File: src/sgoc_pkg.sv
// Functional notes
// - Both position inputs low reports intermittent.
// - Both position inputs of object or cart high reports bad.
// - Access defaults local; local ignores bus open/close, remote ignores local commands.
// - Enabled ready or synchronism check blocks close without its permission.
// - Separate open and close request counters count accepted requests.
// - Failure counters count requests ending without matching status change.
// - Clear statistics zeroes all request and failure counters.
// - Withdrawable object takes cart inserted and withdrawn inputs.
// - Open and close commands drive a selected digital output each.
// - Object type selects one of four kinds; breaker by default.
// - Object and control functions disabled after reset until enabled.
// - Eight parameter sets held; active set number reported.
// - Forced set change only acts while force enable is set.
// - Lowest-numbered active select request wins.
// - Per-set usage enable; only set zero enabled after reset.
// - Bus set change requests accepted only with remote change enabled.
// - Set select inputs taken as pulses only or pulses and levels.
// - Set change events masked after reset; only masked-in events recorded.
// - Latch reset clears latched signals and returns itself to idle.
// - Command output held at most max pulse, cut when status reaches the commanded position.
// - No status change within timeout aborts request and logs failure.
// - Intermittent reported only after both low beyond traverse time.
package sgoc_pkg;
	localparam int CNT_W = 16;
	localparam int NSETS = 8;
	localparam int NOUT  = 8;
	localparam logic [7:0] ADDR_CTRL   = 8'h00;
	localparam logic [7:0] ADDR_TIMING = 8'h04;
	localparam logic [7:0] ADDR_SET    = 8'h08;
	localparam logic [7:0] ADDR_CMD    = 8'h0C;
	localparam logic [7:0] ADDR_STAT   = 8'h10;
	localparam logic [7:0] ADDR_OREQ   = 8'h14;
	localparam logic [7:0] ADDR_CREQ   = 8'h18;
	localparam logic [7:0] ADDR_OFAIL  = 8'h1C;
	localparam logic [7:0] ADDR_CFAIL  = 8'h20;
	localparam logic [7:0] ADDR_TOUT   = 8'h24;
	// Control bits
	localparam int C_OBJ_EN   = 0;
	localparam int C_REMOTE   = 1;
	localparam int C_USE_RDY  = 2;
	localparam int C_USE_SYN  = 3;
	localparam int C_TYPE_LO  = 4;
	localparam int C_OSEL_LO  = 8;
	localparam int C_CSEL_LO  = 12;
	localparam int C_CTRL_EN  = 16;
	// Set register fields
	localparam int S_USED_LO  = 0;
	localparam int S_MASK_LO  = 8;
	localparam int S_FORCE_EN = 16;
	localparam int S_REM_EN   = 17;
	localparam int S_LEVELS   = 18;
	// Command register bits (self-clearing)
	localparam int K_OPEN     = 0;
	localparam int K_CLOSE    = 1;
	localparam int K_CLR_STAT = 2;
	localparam int K_LATCH_RST= 3;
	localparam int K_FORCE    = 4;
	localparam int K_BUS_SET  = 5;
	localparam int K_SET_LO   = 8;
	// Timing defaults in microseconds
	localparam int TRAV_US_DEF  = 200;
	localparam int PULSE_US_DEF = 200;
	localparam int TOUT_US_DEF  = 1000;
	localparam int CLK_MHZ      = 200;
	localparam int TRAV_CYC_DEF  = TRAV_US_DEF * CLK_MHZ;
	localparam int PULSE_CYC_DEF = PULSE_US_DEF * CLK_MHZ;
	localparam int TOUT_CYC_DEF  = TOUT_US_DEF * CLK_MHZ;
	localparam logic [31:0] CTRL_RST = 32'h0000_0020;
	localparam logic [31:0] SET_RST  = 32'h0000_0001;
	typedef enum logic [1:0] {
		SGOC_ST_INTER  = 2'h0,
		SGOC_ST_OPEN   = 2'h1,
		SGOC_ST_CLOSED = 2'h2,
		SGOC_ST_BAD    = 2'h3
	} sgoc_status_t;
	typedef enum logic [1:0] {
		SGOC_TY_GND   = 2'h0,
		SGOC_TY_MOTOR = 2'h1,
		SGOC_TY_BRK   = 2'h2,
		SGOC_TY_WDRAW = 2'h3
	} sgoc_type_t;
	typedef enum logic [1:0] {
		SGOC_IDLE   = 2'b00,
		SGOC_PULSE  = 2'b01,
		SGOC_WAIT   = 2'b11
	} sgoc_fsm_t;
endpackage

File: src/sgoc_top.sv
// Decided for this implementation: register access over APB and the register offsets.
`timescale 1ns/10ps
`default_nettype none
module sgoc_top #(
	parameter int TRAV_CYC  = sgoc_pkg::TRAV_CYC_DEF,
	parameter int PULSE_CYC = sgoc_pkg::PULSE_CYC_DEF,
	parameter int TOUT_CYC  = sgoc_pkg::TOUT_CYC_DEF
) (
	// Clock, reset, enable
	input  wire logic                      i_clk_sys,
	input  wire logic                      i_rst,
	input  wire logic                      i_ce,
	// APB slave
	input  wire logic                      i_psel,
	input  wire logic                      i_penable,
	input  wire logic                      i_pwrite,
	input  wire logic [7:0]                i_paddr,
	input  wire logic [31:0]               i_pwdata,
	output logic [31:0]                    o_prdata,
	output logic                           o_pready,
	output logic                           o_pslverr,
	// Switchgear status contacts
	input  wire logic                      i_pos_open,
	input  wire logic                      i_pos_closed,
	input  wire logic                      i_cart_in,
	input  wire logic                      i_cart_out,
	input  wire logic                      i_obj_ready,
	input  wire logic                      i_sync_ok,
	// Local panel and logic commands
	input  wire logic                      i_local_open,
	input  wire logic                      i_local_close,
	input  wire logic [sgoc_pkg::NSETS-1:0] i_set_sel,
	// Outputs
	output logic [sgoc_pkg::NOUT-1:0]      o_dout,
	output sgoc_pkg::sgoc_status_t         o_status,
	output sgoc_pkg::sgoc_status_t         o_cart_status,
	output logic [2:0]                     o_active_set,
	output logic                           o_set_event,
	output logic                           o_fail_event,
	output logic                           o_latch_clear
);
	import sgoc_pkg::*;

	function automatic sgoc_status_t decode(input logic op,
		input logic cl, input logic low_long, input sgoc_status_t prev);
		if (op && cl)
			decode = SGOC_ST_BAD;
		else if (op)
			decode = SGOC_ST_OPEN;
		else if (cl)
			decode = SGOC_ST_CLOSED;
		else if (low_long)
			decode = SGOC_ST_INTER;
		else
			decode = prev;
	endfunction

	logic [31:0] ctrl_reg, ctrl_next;
	logic [31:0] set_reg, set_next;
	logic [31:0] cmd_reg, cmd_next;
	logic [31:0] prdata_reg, prdata_next;
	logic        pready_reg, pready_next;
	logic        pslverr_reg, pslverr_next;
	logic [31:0] trav_reg, trav_next;
	logic [31:0] tout_reg, tout_next;

	logic wr, rd;
	assign wr = i_psel && i_penable && i_pwrite && !pready_reg;
	assign rd = i_psel && i_penable && !i_pwrite && !pready_reg;

	logic [31:0] tlow_reg, tlow_next, clow_reg, clow_next;
	sgoc_status_t st_reg, st_next, cst_reg, cst_next;
	sgoc_fsm_t fsm_reg, fsm_next;
	logic        is_close_reg, is_close_next;
	logic [31:0] pcnt_reg, pcnt_next;
	logic [31:0] wcnt_reg, wcnt_next;
	logic [CNT_W-1:0] oreq_reg, oreq_next, creq_reg, creq_next;
	logic [CNT_W-1:0] ofail_reg, ofail_next, cfail_reg, cfail_next;
	logic [NOUT-1:0]  dout_reg, dout_next;
	logic        fail_reg, fail_next;
	logic [2:0]  aset_reg, aset_next;
	logic        sev_reg, sev_next;
	logic        lclr_reg, lclr_next;
	logic [NSETS-1:0] sel_prev_reg, sel_prev_next;

	logic obj_en, ctrl_en;
	logic req_open, req_close, close_ok;
	assign obj_en  = ctrl_reg[C_OBJ_EN];
	assign ctrl_en = ctrl_reg[C_CTRL_EN];
	// Bus open and close commands only in remote, panel only in local
	assign req_open = obj_en && (ctrl_reg[C_REMOTE] ? cmd_reg[K_OPEN]
		: i_local_open);
	assign req_close = obj_en && (ctrl_reg[C_REMOTE] ? cmd_reg[K_CLOSE]
		: i_local_close);
	assign close_ok = (!ctrl_reg[C_USE_RDY] || i_obj_ready)
		&& (!ctrl_reg[C_USE_SYN] || i_sync_ok);

	// Register slave
	always_comb begin
		ctrl_next    = ctrl_reg;
		set_next     = set_reg;
		trav_next    = trav_reg;
		tout_next    = tout_reg;
		cmd_next     = 32'h0000_0000; // Commands last one cycle
		pready_next  = 1'b0;
		pslverr_next = 1'b0;
		prdata_next  = prdata_reg;
		if (wr || rd) begin
			pready_next = 1'b1;
		end
		if (wr) begin
			case (i_paddr)
			ADDR_CTRL:   ctrl_next = i_pwdata;
			ADDR_SET:    set_next  = i_pwdata;
			ADDR_CMD:    cmd_next  = i_pwdata;
			ADDR_TIMING: trav_next = i_pwdata;
			ADDR_TOUT:   tout_next = i_pwdata;
			default:     pslverr_next = 1'b1;
			endcase
		end
		if (rd) begin
			case (i_paddr)
			ADDR_CTRL:   prdata_next = ctrl_reg;
			ADDR_SET:    prdata_next = set_reg;
			ADDR_TIMING: prdata_next = trav_reg;
			ADDR_TOUT:   prdata_next = tout_reg;
			ADDR_CMD:    prdata_next = 32'h0000_0000;
			ADDR_STAT:   prdata_next = {20'h0, fsm_reg != SGOC_IDLE,
				aset_reg, 2'h0, cst_reg, 2'h0, st_reg};
			ADDR_OREQ:   prdata_next = {16'h0, oreq_reg};
			ADDR_CREQ:   prdata_next = {16'h0, creq_reg};
			ADDR_OFAIL:  prdata_next = {16'h0, ofail_reg};
			ADDR_CFAIL:  prdata_next = {16'h0, cfail_reg};
			default: begin
				prdata_next  = 32'h0000_0000;
				pslverr_next = 1'b1;
			end
			endcase
		end
	end

	// Status decode with traverse filter
	always_comb begin
		tlow_next = (i_pos_open || i_pos_closed) ? 32'h0 :
			(tlow_reg > trav_reg ? tlow_reg : tlow_reg + 32'h1);
		clow_next = (i_cart_in || i_cart_out) ? 32'h0 :
			(clow_reg > trav_reg ? clow_reg : clow_reg + 32'h1);
		st_next  = decode(i_pos_open, i_pos_closed,
			tlow_reg > trav_reg, st_reg);
		// Cart pair only meaningful on withdrawable objects
		cst_next = (ctrl_reg[C_TYPE_LO +: 2] == SGOC_TY_WDRAW) ?
			decode(i_cart_out, i_cart_in, clow_reg > trav_reg,
			cst_reg) : SGOC_ST_INTER;
	end

	// Command sequencer and statistics
	always_comb begin
		fsm_next      = fsm_reg;
		is_close_next = is_close_reg;
		pcnt_next     = pcnt_reg;
		wcnt_next     = wcnt_reg;
		oreq_next     = oreq_reg;
		creq_next     = creq_reg;
		ofail_next    = ofail_reg;
		cfail_next    = cfail_reg;
		dout_next     = '0;
		fail_next     = 1'b0;
		case (fsm_reg)
		SGOC_IDLE: begin
			if (req_open) begin
				fsm_next      = SGOC_PULSE;
				is_close_next = 1'b0;
				pcnt_next     = 32'h0;
				wcnt_next     = 32'h0;
				oreq_next     = oreq_reg + 1'b1;
			end else if (req_close && close_ok) begin
				fsm_next      = SGOC_PULSE;
				is_close_next = 1'b1;
				pcnt_next     = 32'h0;
				wcnt_next     = 32'h0;
				creq_next     = creq_reg + 1'b1;
			end
		end
		SGOC_PULSE, SGOC_WAIT: begin
			wcnt_next = wcnt_reg + 32'h1;
			pcnt_next = pcnt_reg + 32'h1;
			if (st_reg == (is_close_reg ? SGOC_ST_CLOSED : SGOC_ST_OPEN))
				fsm_next = SGOC_IDLE;
			else if (wcnt_reg + 32'h1 >= tout_reg) begin
				fsm_next  = SGOC_IDLE;
				fail_next = 1'b1;
				if (is_close_reg)
					cfail_next = cfail_reg + 1'b1;
				else
					ofail_next = ofail_reg + 1'b1;
			end else if (fsm_reg == SGOC_PULSE &&
				pcnt_reg + 32'h1 < PULSE_CYC) begin
				dout_next[ctrl_reg[(is_close_reg ? C_CSEL_LO : C_OSEL_LO)
					+: 3]] = 1'b1;
			end else
				fsm_next = SGOC_WAIT;
		end
		default: fsm_next = SGOC_IDLE;
		endcase
		if (cmd_reg[K_CLR_STAT]) begin
			oreq_next  = '0;
			creq_next  = '0;
			ofail_next = '0;
			cfail_next = '0;
		end
	end

	// Parameter set selection
	logic [NSETS-1:0] req_vec;
	logic [2:0]       pick;
	logic             pick_v;
	always_comb begin
		sel_prev_next = i_set_sel;
		req_vec = set_reg[S_LEVELS] ? i_set_sel
			: (i_set_sel & ~sel_prev_reg);
		if (cmd_reg[K_FORCE] && set_reg[S_FORCE_EN])
			req_vec = req_vec | (8'h01 << cmd_reg[K_SET_LO +: 3]);
		if (cmd_reg[K_BUS_SET] && set_reg[S_REM_EN])
			req_vec = req_vec | (8'h01 << cmd_reg[K_SET_LO +: 3]);
		req_vec = req_vec & set_reg[S_USED_LO +: NSETS];
		pick   = 3'h0;
		pick_v = 1'b0;
		for (int k = NSETS - 1; k >= 0; k--) begin
			if (req_vec[k]) begin
				pick   = k[2:0];
				pick_v = 1'b1;
			end
		end
		aset_next = aset_reg;
		sev_next  = 1'b0;
		if (ctrl_en && pick_v && pick != aset_reg) begin
			aset_next = pick;
			sev_next  = set_reg[S_MASK_LO + pick];
		end
		lclr_next = cmd_reg[K_LATCH_RST];
	end

	always_ff @(posedge i_clk_sys) begin
		if (i_rst) begin
			ctrl_reg     <= CTRL_RST;
			set_reg      <= SET_RST;
			cmd_reg      <= 32'h0000_0000;
			trav_reg     <= TRAV_CYC;
			tout_reg     <= TOUT_CYC;
			prdata_reg   <= 32'h0000_0000;
			pready_reg   <= 1'b0;
			pslverr_reg  <= 1'b0;
			tlow_reg     <= 32'h0;
			clow_reg     <= 32'h0;
			st_reg       <= SGOC_ST_INTER;
			cst_reg      <= SGOC_ST_INTER;
			fsm_reg      <= SGOC_IDLE;
			is_close_reg <= 1'b0;
			pcnt_reg     <= 32'h0;
			wcnt_reg     <= 32'h0;
			oreq_reg     <= '0;
			creq_reg     <= '0;
			ofail_reg    <= '0;
			cfail_reg    <= '0;
			dout_reg     <= '0;
			fail_reg     <= 1'b0;
			aset_reg     <= 3'h0;
			sev_reg      <= 1'b0;
			lclr_reg     <= 1'b0;
			sel_prev_reg <= '0;
		end else if (i_ce) begin
			ctrl_reg     <= ctrl_next;
			set_reg      <= set_next;
			cmd_reg      <= cmd_next;
			trav_reg     <= trav_next;
			tout_reg     <= tout_next;
			prdata_reg   <= prdata_next;
			pready_reg   <= pready_next;
			pslverr_reg  <= pslverr_next;
			tlow_reg     <= tlow_next;
			clow_reg     <= clow_next;
			st_reg       <= st_next;
			cst_reg      <= cst_next;
			fsm_reg      <= fsm_next;
			is_close_reg <= is_close_next;
			pcnt_reg     <= pcnt_next;
			wcnt_reg     <= wcnt_next;
			oreq_reg     <= oreq_next;
			creq_reg     <= creq_next;
			ofail_reg    <= ofail_next;
			cfail_reg    <= cfail_next;
			dout_reg     <= dout_next;
			fail_reg     <= fail_next;
			aset_reg     <= aset_next;
			sev_reg      <= sev_next;
			lclr_reg     <= lclr_next;
			sel_prev_reg <= sel_prev_next;
		end
	end

	assign o_prdata      = prdata_reg;
	assign o_pready      = pready_reg;
	assign o_pslverr     = pslverr_reg;
	assign o_dout        = dout_reg;
	assign o_status      = st_reg;
	assign o_cart_status = cst_reg;
	assign o_active_set  = aset_reg;
	assign o_set_event   = sev_reg;
	assign o_fail_event  = fail_reg;
	assign o_latch_clear = lclr_reg;
endmodule
`default_nettype wire

File: config.mk
export PLATFORM = sky130hd
export DESIGN_NAME = sgoc_top
export DESIGN_NICKNAME = d
export VERILOG_FILES = /design/src/sgoc_pkg.sv /design/src/sgoc_top.sv
export SDC_FILE = /design/constraint.sdc
export NUM_CORES = 1
export LEC_CHECK = 0
export BUFFER_PORTS_ARGS = -buffer_cell sky130_fd_sc_hd__clkbuf_2
export CAP_MARGIN = 15
export CORE_AREA = 5 5 224 226
export DETAILED_ROUTE_END_ITERATION = 6
export DIE_AREA = 0 0 229 231
export GPL_TIMING_DRIVEN = 0
export PLACE_DENSITY_LB_ADDON = 0.08
export SLEW_MARGIN = 10
export SYNTH_ARGS = -nofsm -noshare
export SYNTH_HDL_FRONTEND = slang
export SYNTH_SLANG_ARGS = --single-unit
File: constraint.sdc
create_clock -name i_clk_sys -period 4.3 [get_ports i_clk_sys]
set_input_delay 0.86 -clock i_clk_sys [delete_from_list [all_inputs] [get_ports i_clk_sys]]
set_output_delay 0.86 -clock i_clk_sys [all_outputs]
set_load 0.005 [all_outputs]
* Word-level counts from Yosys, hierarchy flattened
Cells that the tools add are included.
Storage, ports and cells: register bits after elaboration 394, bits of input ports 62
Cells by class: add/sub/neg operators 9, magnitude comparators 7, equal/unequal tests 22, shift-type cells 2, muxes and demuxes 85, bitwise gates (word level) 5, reductions and logical operators 58
Operators by type and width (number):
- 32-bit one-hot mux with 9 select lines | 1
- 16-bit 2-to-1 mux | 17
- 32-bit 2-to-1 mux | 6
- 32-bit by 1-bit adder with 32-bit output (second input constant) | 4
- 32-bit one-hot mux with 2 select lines | 2
- 16-bit by 1-bit adder with 16-bit output (second input constant) | 4
- 32-bit > comparator | 2
- 8-bit 2-to-1 mux | 7
- 8-bit by 5-bit == test with 1-bit output (second input constant) | 4
- 32-bit greater-or-equal comparator | 1
- 32-bit by 16-bit < comparator with 1-bit output (second input constant) | 1
- 32-bit by 5-bit variable part select with 3-bit output | 1
- 2-bit 2-to-1 mux | 15
- 3-bit 2-to-1 mux | 9
- 3-bit AND reduction | 8
- 1-bit 2-to-1 mux | 23
- 11-bit 2-to-1 mux | 2
- 2-bit nonzero test | 9
- 1-bit logical AND | 17
- 8-bit AND | 2
- 8-bit by 4-bit == test with 1-bit output (second input constant) | 2
- 8-bit by 6-bit == test with 1-bit output (second input constant) | 2
- 8-bit bitwise OR | 2
- 2-bit AND reduction | 6
- 28 further kinds | 41

* Logic depth before layout (Yosys ltp)
Gate-level depths: netlist of run 1.
word-level depth 20, gate-level depth with buffers 20, depth with buffers taken out 18

* Least setup slack after synthesis of run 1
OpenSTA, ideal clock, no wires.
path kind register to register, start point register wcnt_reg[0], end point register cfail_reg[9], arrival time 4.358 ns, required time 4.185 ns, slack -0.173 ns, cell stages (with the launch flop) 19, buffers on the path 0, period minus slack after synthesis 4.473 ns, path through dfxtp_1 > ha_1 > nand3_1 > nor4_1 > and2_1 > and3_1 > and3_1 > nand4_1 > xnor2_1 > ha_1 > nand4_1 > nor2_1 > nand3_1 > or3_1 > o31ai_1 > nor2_1 > nor4_1 > a21oi_1 > o21a_1
Between the ends: word-level cells in the longest chain between the ends 4
Ends and longest elaborated chain:
- start, declared | line sgoc_top.sv:76 | logic [31:0] wcnt_reg, wcnt_next;
- start signal, assigned | line sgoc_top.sv:287 | wcnt_reg <= wcnt_next;
- 32-bit by 1-bit adder with 32-bit output | line sgoc_top.sv:189 | else if (wcnt_reg + 32'h1 >= tout_reg) begin
- 32-bit greater-or-equal comparator | line sgoc_top.sv:189
- 2-bit nonzero test (no line)
- 5-bit AND reduction (no line)
- end signal, assigned | line sgoc_top.sv:291 | cfail_reg <= cfail_next;
- end, declared | line sgoc_top.sv:78 | logic [CNT_W-1:0] ofail_reg, ofail_next, cfail_reg, cfail_next;
Every way passes these cells. A chain may end at the register's enable or synchronous reset.

* Worst setup path after layout of run 1
start point register wcnt_reg[1], end point register cfail_reg[14]
Same word-level chain as after synthesis.

==> metrics.txt, run 1 <==
Post-synth EDFFs=0; largest net degree at the start of global routing=14; CP delay by family, top=simple AND/OR/NAND/NOR gates; Reg clk slew, reported paths=0.06 ns; Num CTS Buffers=46; Final Non-Filler Cells=3480; Mapped Area=0.0208 sq mm; WHS=0.455 ns; Chip Height=231 microns; gpl congestion=0.944; Cells after DPL=3377; Synthesis Warnings=0; Slew @ Worst Pin=1.14 ns; startpoint types=register; via count=20500; Die Area=0.0529 sq mm; Clock Skews=0.0216 ns; IO Count=114; crit-path cells=ha_4 -> nand3_4 -> nor4_4 -> and2_4 -> and3_4 -> and3_4 -> nand4_1 -> xnor2_1 -> ha_1 -> nand4_1 -> nor2_2 -> nand3_2 -> or3_4 -> o31ai_4 -> nor2_4 -> buf_4 -> nor4_4 -> xnor2_1 -> nor2_1; hold path depth=2; r2r setup slk=0.08 ns; status=finished, final reports clean; CP bufs+invs=1; die span in x=229 microns; Final Hold Vio Count=0; headroom to the max-slew limit=24.0%; Area growth syn-to-layout=16.2%; critical path endpoint category=register; final WL=76700 microns; worst hold start=set_reg[28]$_SDFFE_PP0P_; share of cells above drive strength 1=9.74%; DRC Markers=0; asr flop ratio synth=0%; max cap viols=0; fmax=237 MHz; post-synth top area share=37.8%; Root Buffer=clkbuf_16; H-tree Lvls=2; core footprint=0.0481 sq mm; Synth area leader=dfxtp_1; setup ws final=0.0768 ns; FF-to-FF path depth=19; Power Density=341 mW/mm^2; vias in the first global route=19300; initial antenna violation count=9; static leakage=8.75 nW; CTS tree=done; syn nets=2809; clock buffer depth=3; clock sink count=392; R2R Path Start=wcnt_reg[1]$_SDFFE_PP0P_; Distinct cells, synth=76; #FFs+latches synth=392; Worst-Skew Late Latency=0.59 ns; number of I/O port buffers=111; Detail Placement HPWL=58700 microns; register area share after synthesis=37.8%; initial core utilization=43.1%; TritonRoute pass-1 iters=7; DR WL/cell=22.0 microns; Syn Area/Cell=7.85 sq um; Via density=5.89; Max stage delay on crit path=0.46 ns; Crit-path slowest cell=or3_4; post-route minimum period=4.22 ns; Starting DRT DRC Count=2061; gr usage total=27.8%; Finish-stage setup viols=0; Final Util=50.1%; Crit Path Class=reg2reg; worst vdd ir=0.251 mV; worst r2r dst=cfail_reg[14]$_SDFFE_PP0P_; period utilisation layout=98.2%; first-pass GRT wire length=115000 microns; Nets=2986; Slew Limit Fails=0; Top FF cell, synth=dfxtp_1; Post-Place Setup Slack=-1.24 ns; post-synthesis cell count=2643; Area contributors post-synth=dfxtp_1 38%, nand2_1 7.0%, a21oi_1 6.7%; total gr overflow=0; worst hold endpoint=set_reg[28]$_SDFFE_PP0P_; Max FO, Critical Path=10; Hold-fix buffers, CTS=0; Req. time, crit path=4.76 ns; row cnt=81; ANT nets after route=0; Critical Path AT=4.68 ns; RSZ-0062 raised after global routing=yes; Worst Hold Class=reg2reg
report_power, final:
part / leakage [nW] / switching (mW) / internal [mW]
clock network: 0.786 / 1.62 / 2.57
registers: 3.16 / 0.0119 / 3.64
logic: 4.80 / 0.293 / 0.0812
cell usage after synthesis, drive strengths merged, types with 10 or more instances:
master,count
xor2,49
nand4,62
nor4,16
a21o,33
dfxtp,392
a31oi,17
nor3,47
or3,40
o22ai,16
o21ai,99
and3,43
o211ai,17
inv,104
a2111oi,10
clkbuf,141
nor2,284
buf,11
nand3,82
nor2b,12
a211oi,11
nand2,389
xnor2,77
mux2i,45
a21oi,276
ha,104
a222oi,15
o31ai,13
and2,15
a22oi,100
worst max path at each step:
stage,cells after the start,endpoint,startpoint,slack [ns]
3_5_place_dp,20,ofail_reg[13]$_SDFFE_PP0P_,wcnt_reg[0]$_SDFFE_PP0P_,-1.24
5_1_grt,18,cfail_reg[13]$_SDFFE_PP0P_,wcnt_reg[1]$_SDFFE_PP0P_,-0.12
6_report,19,cfail_reg[14]$_SDFFE_PP0P_,wcnt_reg[1]$_SDFFE_PP0P_,0.08
4_1_cts,17,cfail_reg[0]$_SDFFE_PP0P_,wcnt_reg[7]$_SDFFE_PP0P_,0.02
2_1_floorplan,19,cfail_reg[14]$_SDFFE_PP0P_,wcnt_reg[0]$_SDFFE_PP0P_,0.05
3_3_place_gp,20,ofail_reg[15]$_SDFFE_PP0P_,wcnt_reg[0]$_SDFFE_PP0P_,-1.26
worst reg2reg max path, stage by stage (launching register included):
cell and delay, ns:
dfxtp_4 0.37, ha_4 0.15, nand3_4 0.10, nor4_4 0.28
and2_4 0.21, and3_4 0.21, and3_4 0.21, nand4_1 0.14
xnor2_1 0.18, ha_1 0.28, nand4_1 0.11, nor2_2 0.21
nand3_2 0.10, or3_4 0.46, o31ai_4 0.28, nor2_4 0.08
buf_4 0.19, nor4_4 0.33, xnor2_1 0.15, nor2_1 0.05
logic make-up after synthesis:
group                      Yosys count  synth area share, %
xor gates and xnor gates           126                 5.32
AOI/OAI and AO/OA                  676                 20.6
DFF                                392                 37.8
muxes                               54                 2.66
adders and majority gates          104                 6.27
buffers and inverters              256                 4.63
and+or+nand+nor                   1035                 22.7
placed cells by master, fill, tap and decap left out, types with 76 or more instances in the layout:
master / netlist / layout
nand2_1: 388 / 386
nor2_1: 284 / 281
clkbuf_2: 0 / 111
a22oi_1: 100 / 100
xnor2_1: 77 / 76
nand3_1: 82 / 78
inv_1: 104 / 104
a21oi_1: 276 / 273
ha_1: 104 / 103
o21ai_0: 96 / 96
clkbuf_1: 141 / 147
dfxtp_1: 392 / 385
metal layers:
metal | GRT usage [%] | vias up | share of wire [%]
met3 | 5.07 | 183 | 7.6
met5 | 0 | - | 0.040
met2 | 43.4 | 776 | 43
met1 | 38.2 | 9807 | 44
li1 | - | 9742 | -
met4 | 11.1 | 6 | 4.5
layout make-up:
cell class	count	area (sq um)
repair buffers	131	709
plain buffers	150	576
clock inverters	17	263
flip-flops and latches	392	7860
clock buffers	64	1330
inverters	104	390
well taps	622	778
diodes	5	12.5
multi-input cells	1995	12200
fillers	4735	24000
metrics by stage:
stage          total power [mW]  cell area, sq um  setup TNS, ns
2_1_floorplan              3.90             20800              0
3_3_place_gp               4.09             22100         -36.32
3_5_place_dp               4.10             22100         -38.08
4_1_cts                    8.29             23900              0
5_1_grt                    8.46             24100         -0.680
6_report                   8.22             24100              0
what timing repair did:
item / 4_1_cts / 5_1_grt
buffers inserted: 5 / 13
cloned: 0 / 1
pin swaps: 7 / 24
gates resized for setup: 40 / 26
endpoints found under the setup margin: 43 / 36
Note: power is estimated with default switching activity, not from simulation.
==> inputs of run 2 (changes only) <==
Settings changed: CTS_BUF_LIST set to sky130_fd_sc_hd__clkbuf_4 sky130_fd_sc_hd__clkbuf_8.
==> metrics.txt, run 2 (synthesis results as in run 1) <==
ANT nets after route=0 (unchanged); Starting DRT DRC Count=2188 (was 2061); H-tree Lvls=3 (was 2); R2R Path Start=wcnt_reg[0]$_SDFFE_PP0P_ (was wcnt_reg[1]$_SDFFE_PP0P_); Clock Skews=0.0376 ns (was 0.0216 ns); Num CTS Buffers=74 (was 46); Die Area=0.0529 sq mm (unchanged); worst vdd ir=0.172 mV (was 0.251 mV); Finish-stage setup viols=0 (unchanged); first-pass GRT wire length=116000 microns (was 115000 microns); Nets=3011 (was 2986); clock sink count=392 (unchanged); CTS tree=done (unchanged); Req. time, crit path=4.83 ns (was 4.76 ns); Max FO, Critical Path=10 (unchanged); worst setup path startpoint=wcnt_reg[0]$_SDFFE_PP0P_ (was wcnt_reg[1]$_SDFFE_PP0P_); Fill cells=4762 (was 4735); post-route minimum period=4.29 ns (was 4.22 ns); via count=20600 (was 20500); TritonRoute pass-1 iters=7 (unchanged); Cells after DPL=3377 (unchanged); area occupied by multi-input gates=0.0122 sq mm (about the same); commonest non-fill, non-tap cell in the layout=nand2_1 (unchanged); Slew Limit Fails=0 (unchanged); total gr overflow=0 (unchanged); gr usage total=28.0% (was 27.8%); Pwr Total=7.99 mW (was 8.22 mW); final WL=77000 microns (was 76700 microns); Final Non-Filler Cells=3523 (was 3480); fmax=233 MHz (was 237 MHz); Worst Hold Class=reg2reg (unchanged); max cap viols=0 (unchanged); initial core utilization=43.1% (unchanged); critical path endpoint category=register (unchanged); r2r setup slk=0.01 ns (was 0.08 ns); Area growth syn-to-layout=16.1% (was 16.2%); Slew @ Worst Pin=1.17 ns (was 1.14 ns); Register Area=0.00787 sq mm (was 0.00786 sq mm); vias in the first global route=19500 (was 19300); headroom to the max-slew limit=21.5% (was 24.0%); IO Count=114 (unchanged); Via density=5.86 (was 5.89); share of cells above drive strength 1=11.5% (was 9.74%); row cnt=81 (unchanged); initial antenna violation count=8 (was 9); Crit Path Class=reg2reg (unchanged); core footprint=0.0481 sq mm (unchanged); FF-to-FF path depth=19 (unchanged); DR WL/cell=21.8 microns (was 22.0 microns); startpoint types=register (unchanged); worst hold endpoint=o_dout[1]$_SDFFE_PP0P_ (was set_reg[28]$_SDFFE_PP0P_); die span in x=229 microns (unchanged); Reg clk slew, reported paths=0.06 ns (about the same); Worst-Skew Late Latency=0.67 ns (was 0.59 ns); Power Density=332 mW/mm^2 (was 341 mW/mm^2); number of I/O port buffers=111 (unchanged); most frequent cells in the layout=386 x nand2_1, 384 x dfxtp_1, 280 x nor2_1 (was 386 x nand2_1, 385 x dfxtp_1, 281 x nor2_1); static leakage=8.82 nW (was 8.75 nW); Chip Height=231 microns (unchanged); DRC Markers=0 (unchanged); setup_tns=0 ns (unchanged); status=finished, final reports clean (unchanged); largest net degree at the start of global routing=11 (was 14); RSZ-0062 raised after global routing=yes (unchanged); hold path depth=2 (unchanged); Hold-fix buffers, CTS=0 (unchanged); period utilisation layout=99.7% (was 98.2%); Root Buffer=clkbuf_8 (was clkbuf_16); worst hold start=o_dout[1]$_SDFFE_PP0P_ (was set_reg[28]$_SDFFE_PP0P_); worst r2r dst=cfail_reg[14]$_SDFFE_PP0P_ (unchanged); Detail Placement HPWL=58700 microns (unchanged); gpl congestion=0.944 (unchanged); clock buffer depth=3 (unchanged); Final Hold Vio Count=0 (unchanged); Critical Path AT=4.82 ns (was 4.68 ns)
## run 2: final cells by class
class                           instances  area share (%)
Timing Repair Buffer                  128            2.83
Clock buffer                          115            5.94
Antenna cell                            4          0.0415
Sequential cell                       392            32.6
Multi-Input combinational cell       1995            50.7
Buffer                                150            2.40
Tap cell                              622            3.23
Clock inverter                         13           0.602
Inverter                              104            1.62
## run 2: report_power, final
part | switching, mW | leakage (nW) | internal (mW)
Clock | 1.68 | 0.839 | 2.29
Combinational | 0.292 | 4.82 | 0.0809
Sequential | 0.0116 | 3.16 | 3.64
## run 2: worst max-delay path by stage
stage	endpoint	slack (ns)
2_1_floorplan	cfail_reg[14]$_SDFFE_PP0P_	0.05
3_3_place_gp	ofail_reg[15]$_SDFFE_PP0P_	-1.26
3_5_place_dp	ofail_reg[13]$_SDFFE_PP0P_	-1.24
4_1_cts	cfail_reg[0]$_SDFFE_PP0P_	0.01
5_1_grt	cfail_reg[14]$_SDFFE_PP0P_	-0.19
6_report	cfail_reg[14]$_SDFFE_PP0P_	0.01
## run 2: what timing repair did
item / 4_1_cts / 5_1_grt
setup buffers: 5 / 11
cloned: 0 / 0
pin swaps: 9 / 22
endpoints found under the setup margin: 43 / 35
gates resized for setup: 42 / 24
## run 2: critical path, cell delays in order (launching register included)
cell	delay, ns
dfxtp_4	0.37
ha_4	0.16
nand3_4	0.10
nor4_4	0.27
and2_4	0.21
and3_4	0.21
and3_4	0.21
nand4_1	0.14
xnor2_1	0.18
ha_1	0.28
nand4_1	0.12
nor2_2	0.20
nand3_2	0.10
or3_4	0.47
o31ai_4	0.31
nor2_4	0.09
clkbuf_4	0.22
nor4_4	0.32
xnor2_1	0.15
nor2_1	0.05
## run 2: stage by stage
stage / instance area (sq um) / hold slack [ns] / utilization (%) / setup WS, ns
2_1_floorplan: 20800 / 0.436 / - / 0.0487
3_3_place_gp: 22100 / 0.442 / 45.9 / -1.26
3_5_place_dp: 22100 / 0.447 / 46.0 / -1.24
4_1_cts: 23900 / 0.426 / 49.7 / 0.0126
5_1_grt: 24100 / 0.468 / 50.1 / -0.191
6_report: 24100 / 0.455 / 50.1 / 0.0121
## run 2: metal layers
metal	track usage, %	up-vias	wire length (microns)
met5	0	-	35
met4	11.3	6	3090
met3	5.42	185	6000
met2	43.6	848	33700
met1	38.3	9791	34100
li1	-	9803	-
==> inputs of run 3 (changes only) <==
Settings changed: RECOVER_POWER set to 50.
Clock period 4.3 ns to 3.85 ns, I/O delays scaled along.
==> metrics.txt, run 3 (synthesis results as in run 1) <==
Worst Hold Class=in2reg (was reg2reg); Slew Limit Fails=0 (unchanged); clock buffer depth=3 (unchanged); Critical Path AT=4.64 ns (was 4.82 ns); setup ws final=-0.269 ns (was 0.0121 ns); H-tree Lvls=3 (unchanged); gpl congestion=0.996 (was 0.944); via count=20800 (was 20600); gr usage total=28.0% (about the same); DRC Markers=0 (unchanged); r2r setup slk=-0.27 ns (was 0.01 ns); R2R Path Start=wcnt_reg[8]$_SDFFE_PP0P_ (was wcnt_reg[0]$_SDFFE_PP0P_); Max FO, Critical Path=10 (unchanged); Finish-stage setup viols=31 (was 0); Clk network pwr share=50.0% (was 49.6%); fmax=243 MHz (was 233 MHz); worst setup path end=cfail_reg[10]$_SDFFE_PP0P_ (was cfail_reg[14]$_SDFFE_PP0P_); worst setup path startpoint=wcnt_reg[8]$_SDFFE_PP0P_ (was wcnt_reg[0]$_SDFFE_PP0P_); CTS tree=done (unchanged); static leakage=8.85 nW (was 8.82 nW); Die Area=0.0529 sq mm (unchanged); Area growth syn-to-layout=17.6% (was 16.1%); worst vdd ir=0.269 mV (was 0.172 mV); clock sink count=392 (unchanged); IO Count=114 (unchanged); largest net degree at the start of global routing=11 (unchanged); Nets=3032 (was 3011); critical path endpoint category=register (unchanged); core footprint=0.0481 sq mm (unchanged); violated checks=negative setup slack; first-pass GRT wire length=117000 microns (was 116000 microns); initial core utilization=43.1% (unchanged); headroom to the max-slew limit=21.1% (was 21.5%); worst r2r dst=cfail_reg[10]$_SDFFE_PP0P_ (was cfail_reg[14]$_SDFFE_PP0P_); Via density=5.87 (was 5.86); Starting DRT DRC Count=1881 (was 2188); Req. time, crit path=4.37 ns (was 4.83 ns); max cap viols=0 (unchanged); period utilisation layout=107% (was 99.7%); placed cell area=0.0223 sq mm (was 0.0221 sq mm); share of cells above drive strength 1=11.5% (about the same); initial antenna violation count=7 (was 8); Chip Height=231 microns (unchanged); DR WL/cell=21.7 microns (was 21.8 microns); Fill cells=4741 (was 4762); Clock Skews=0.0243 ns (was 0.0376 ns); post-route minimum period=4.12 ns (was 4.29 ns); Crit Path Class=reg2reg (unchanged); Root Buffer=clkbuf_8 (unchanged); die span in x=229 microns (unchanged); startpoint types=register (unchanged); commonest non-fill, non-tap cell in the layout=nand2_1 (unchanged); status=finished, violations left (was finished, final reports clean); vias in the first global route=19800 (was 19500); Slew @ Worst Pin=1.17 ns (about the same); switch share=25.0% (was 24.8%); Comb power frac=4.7% (about the same); Num CTS Buffers=74 (unchanged); Switch Pwr=2.25 mW (was 1.98 mW); RSZ-0062 raised after global routing=yes (unchanged); Final Hold Vio Count=0 (unchanged); total gr overflow=0 (unchanged); power share of the sequential group=45.3% (was 45.7%); final WL=77100 microns (was 77000 microns); cell internal pwr=6.76 mW (was 6.01 mW); Reg clk slew, reported paths=0.06 ns (about the same); Detail Placement HPWL=58100 microns (was 58700 microns); TritonRoute pass-1 iters=5 (was 7); Power Density=369 mW/mm^2 (was 332 mW/mm^2); Post-Place Setup Slack=-0.924 ns (was -1.24 ns); Worst-Skew Late Latency=0.66 ns (was 0.67 ns); ANT nets after route=0 (unchanged); post-route cell area=0.0244 sq mm (was 0.0241 sq mm); row cnt=81 (unchanged); setup_tns=-4.87 ns (was 0 ns); number of I/O port buffers=111 (unchanged); FF-to-FF path depth=19 (unchanged); most frequent cells in the layout=385 x nand2_1, 381 x dfxtp_1, 279 x nor2_1 (was 386 x nand2_1, 384 x dfxtp_1, 280 x nor2_1); Final Util=50.7% (was 50.1%)
==> run 3: cell types whose count changed in the layout (fill, tap and decap cells not counted), moves of 3 or more <==
cell | before | now
buf_4 | 17 | 34
clkbuf_1 | 137 | 174
clkbuf_2 | 111 | 75
clkbuf_4 | 25 | 18
dfxtp_1 | 384 | 381
nand3_1 | 78 | 71
nand3_2 | 3 | 6
nand3_4 | 1 | 5
==> run 3: power groups by stage <==
stage,clock network (mW),registers (mW),logic (mW)
2_1_floorplan,0,4.17,0.189
3_3_place_gp,0,4.17,0.400
3_5_place_dp,0,4.17,0.403
4_1_cts,4.58,4.08,0.407
5_1_grt,4.78,4.08,0.439
6_report,4.51,4.08,0.420
==> run 3: worst min path at each step <==
stage | start | endpoint | slack, ns | cells past startpoint
floorplan | ctrl_reg[6]$_SDFFE_PP0P_ | ctrl_reg[6]$_SDFFE_PP0P_ | 0.44 | 2
global placement | set_reg[19]$_SDFFE_PP0P_ | set_reg[19]$_SDFFE_PP0P_ | 0.44 | 2
detailed placement | o_dout[0]$_SDFFE_PP0P_ | o_dout[0]$_SDFFE_PP0P_ | 0.44 | 2
CTS | i_set_sel[1] | sel_prev_reg[1]$_SDFFE_PP0P_ | 0.34 | 3
global route | i_pwdata[28] | tout_reg[28]$_SDFFE_PP0P_ | 0.40 | 3
finish | i_set_sel[1] | sel_prev_reg[1]$_SDFFE_PP0P_ | 0.37 | 3
==> run 3: metal layers <==
| layer | GRT usage (%) | up-vias | routed length (microns) |
|---|---|---|---|
| met5 | 0 | - | 27 |
| met4 | 13.2 | 4 | 3470 |
| met3 | 6.46 | 200 | 6620 |
| met2 | 42.7 | 882 | 33400 |
| met1 | 37.7 | 9925 | 33600 |
| li1 | - | 9833 | - |
==> run 3: layout make-up <==
| class | count | area, sq um | area share [%] |
|---|---|---|---|
| repair buffers | 149 | 807 | 3.30 |
| diodes | 6 | 15.0 | 0.0615 |
| plain buffers | 150 | 586 | 2.40 |
| inverters | 104 | 390 | 1.60 |
| multi-input cells | 1995 | 12400 | 50.6 |
| clock inverters | 20 | 218 | 0.892 |
| flip-flops and latches | 392 | 7870 | 32.2 |
| well taps | 622 | 778 | 3.19 |
| clock buffers | 110 | 1400 | 5.74 |
==> run 3: timing repair <==
action / in CTS / in global routing
resized for setup: 44 / 26
gates cloned: 1 / 0
endpoints found under the setup margin: 43 / 44
buffers inserted: 22 / 14
pin swaps: 16 / 25
hold buffers: 0 / 0
==> run 3: stage by stage <==
step,hold WS [ns],instances,total power [mW]
floorplan,0.436,2643,4.35
global placement,0.442,3376,4.57
detailed placement,0.445,3377,4.57
CTS,0.339,3529,9.07
global route,0.395,3545,9.30
finish,0.375,3548,9.01
==> run 3: worst max-delay path, stage by stage (launching register included) <==
cell	delay (ns)
dfxtp_2	0.33
nand4_1	0.09
buf_4	0.15
nor4_4	0.27
and2_4	0.20
and3_4	0.18
and3_4	0.20
nand4_1	0.15
xnor2_1	0.20
ha_1	0.29
nand4_1	0.13
nor2_2	0.18
nand3_2	0.11
or3_4	0.44
o31ai_4	0.32
nor2_4	0.08
clkbuf_8	0.19
nor4_4	0.28
xnor2_1	0.16
nor2_1	0.05
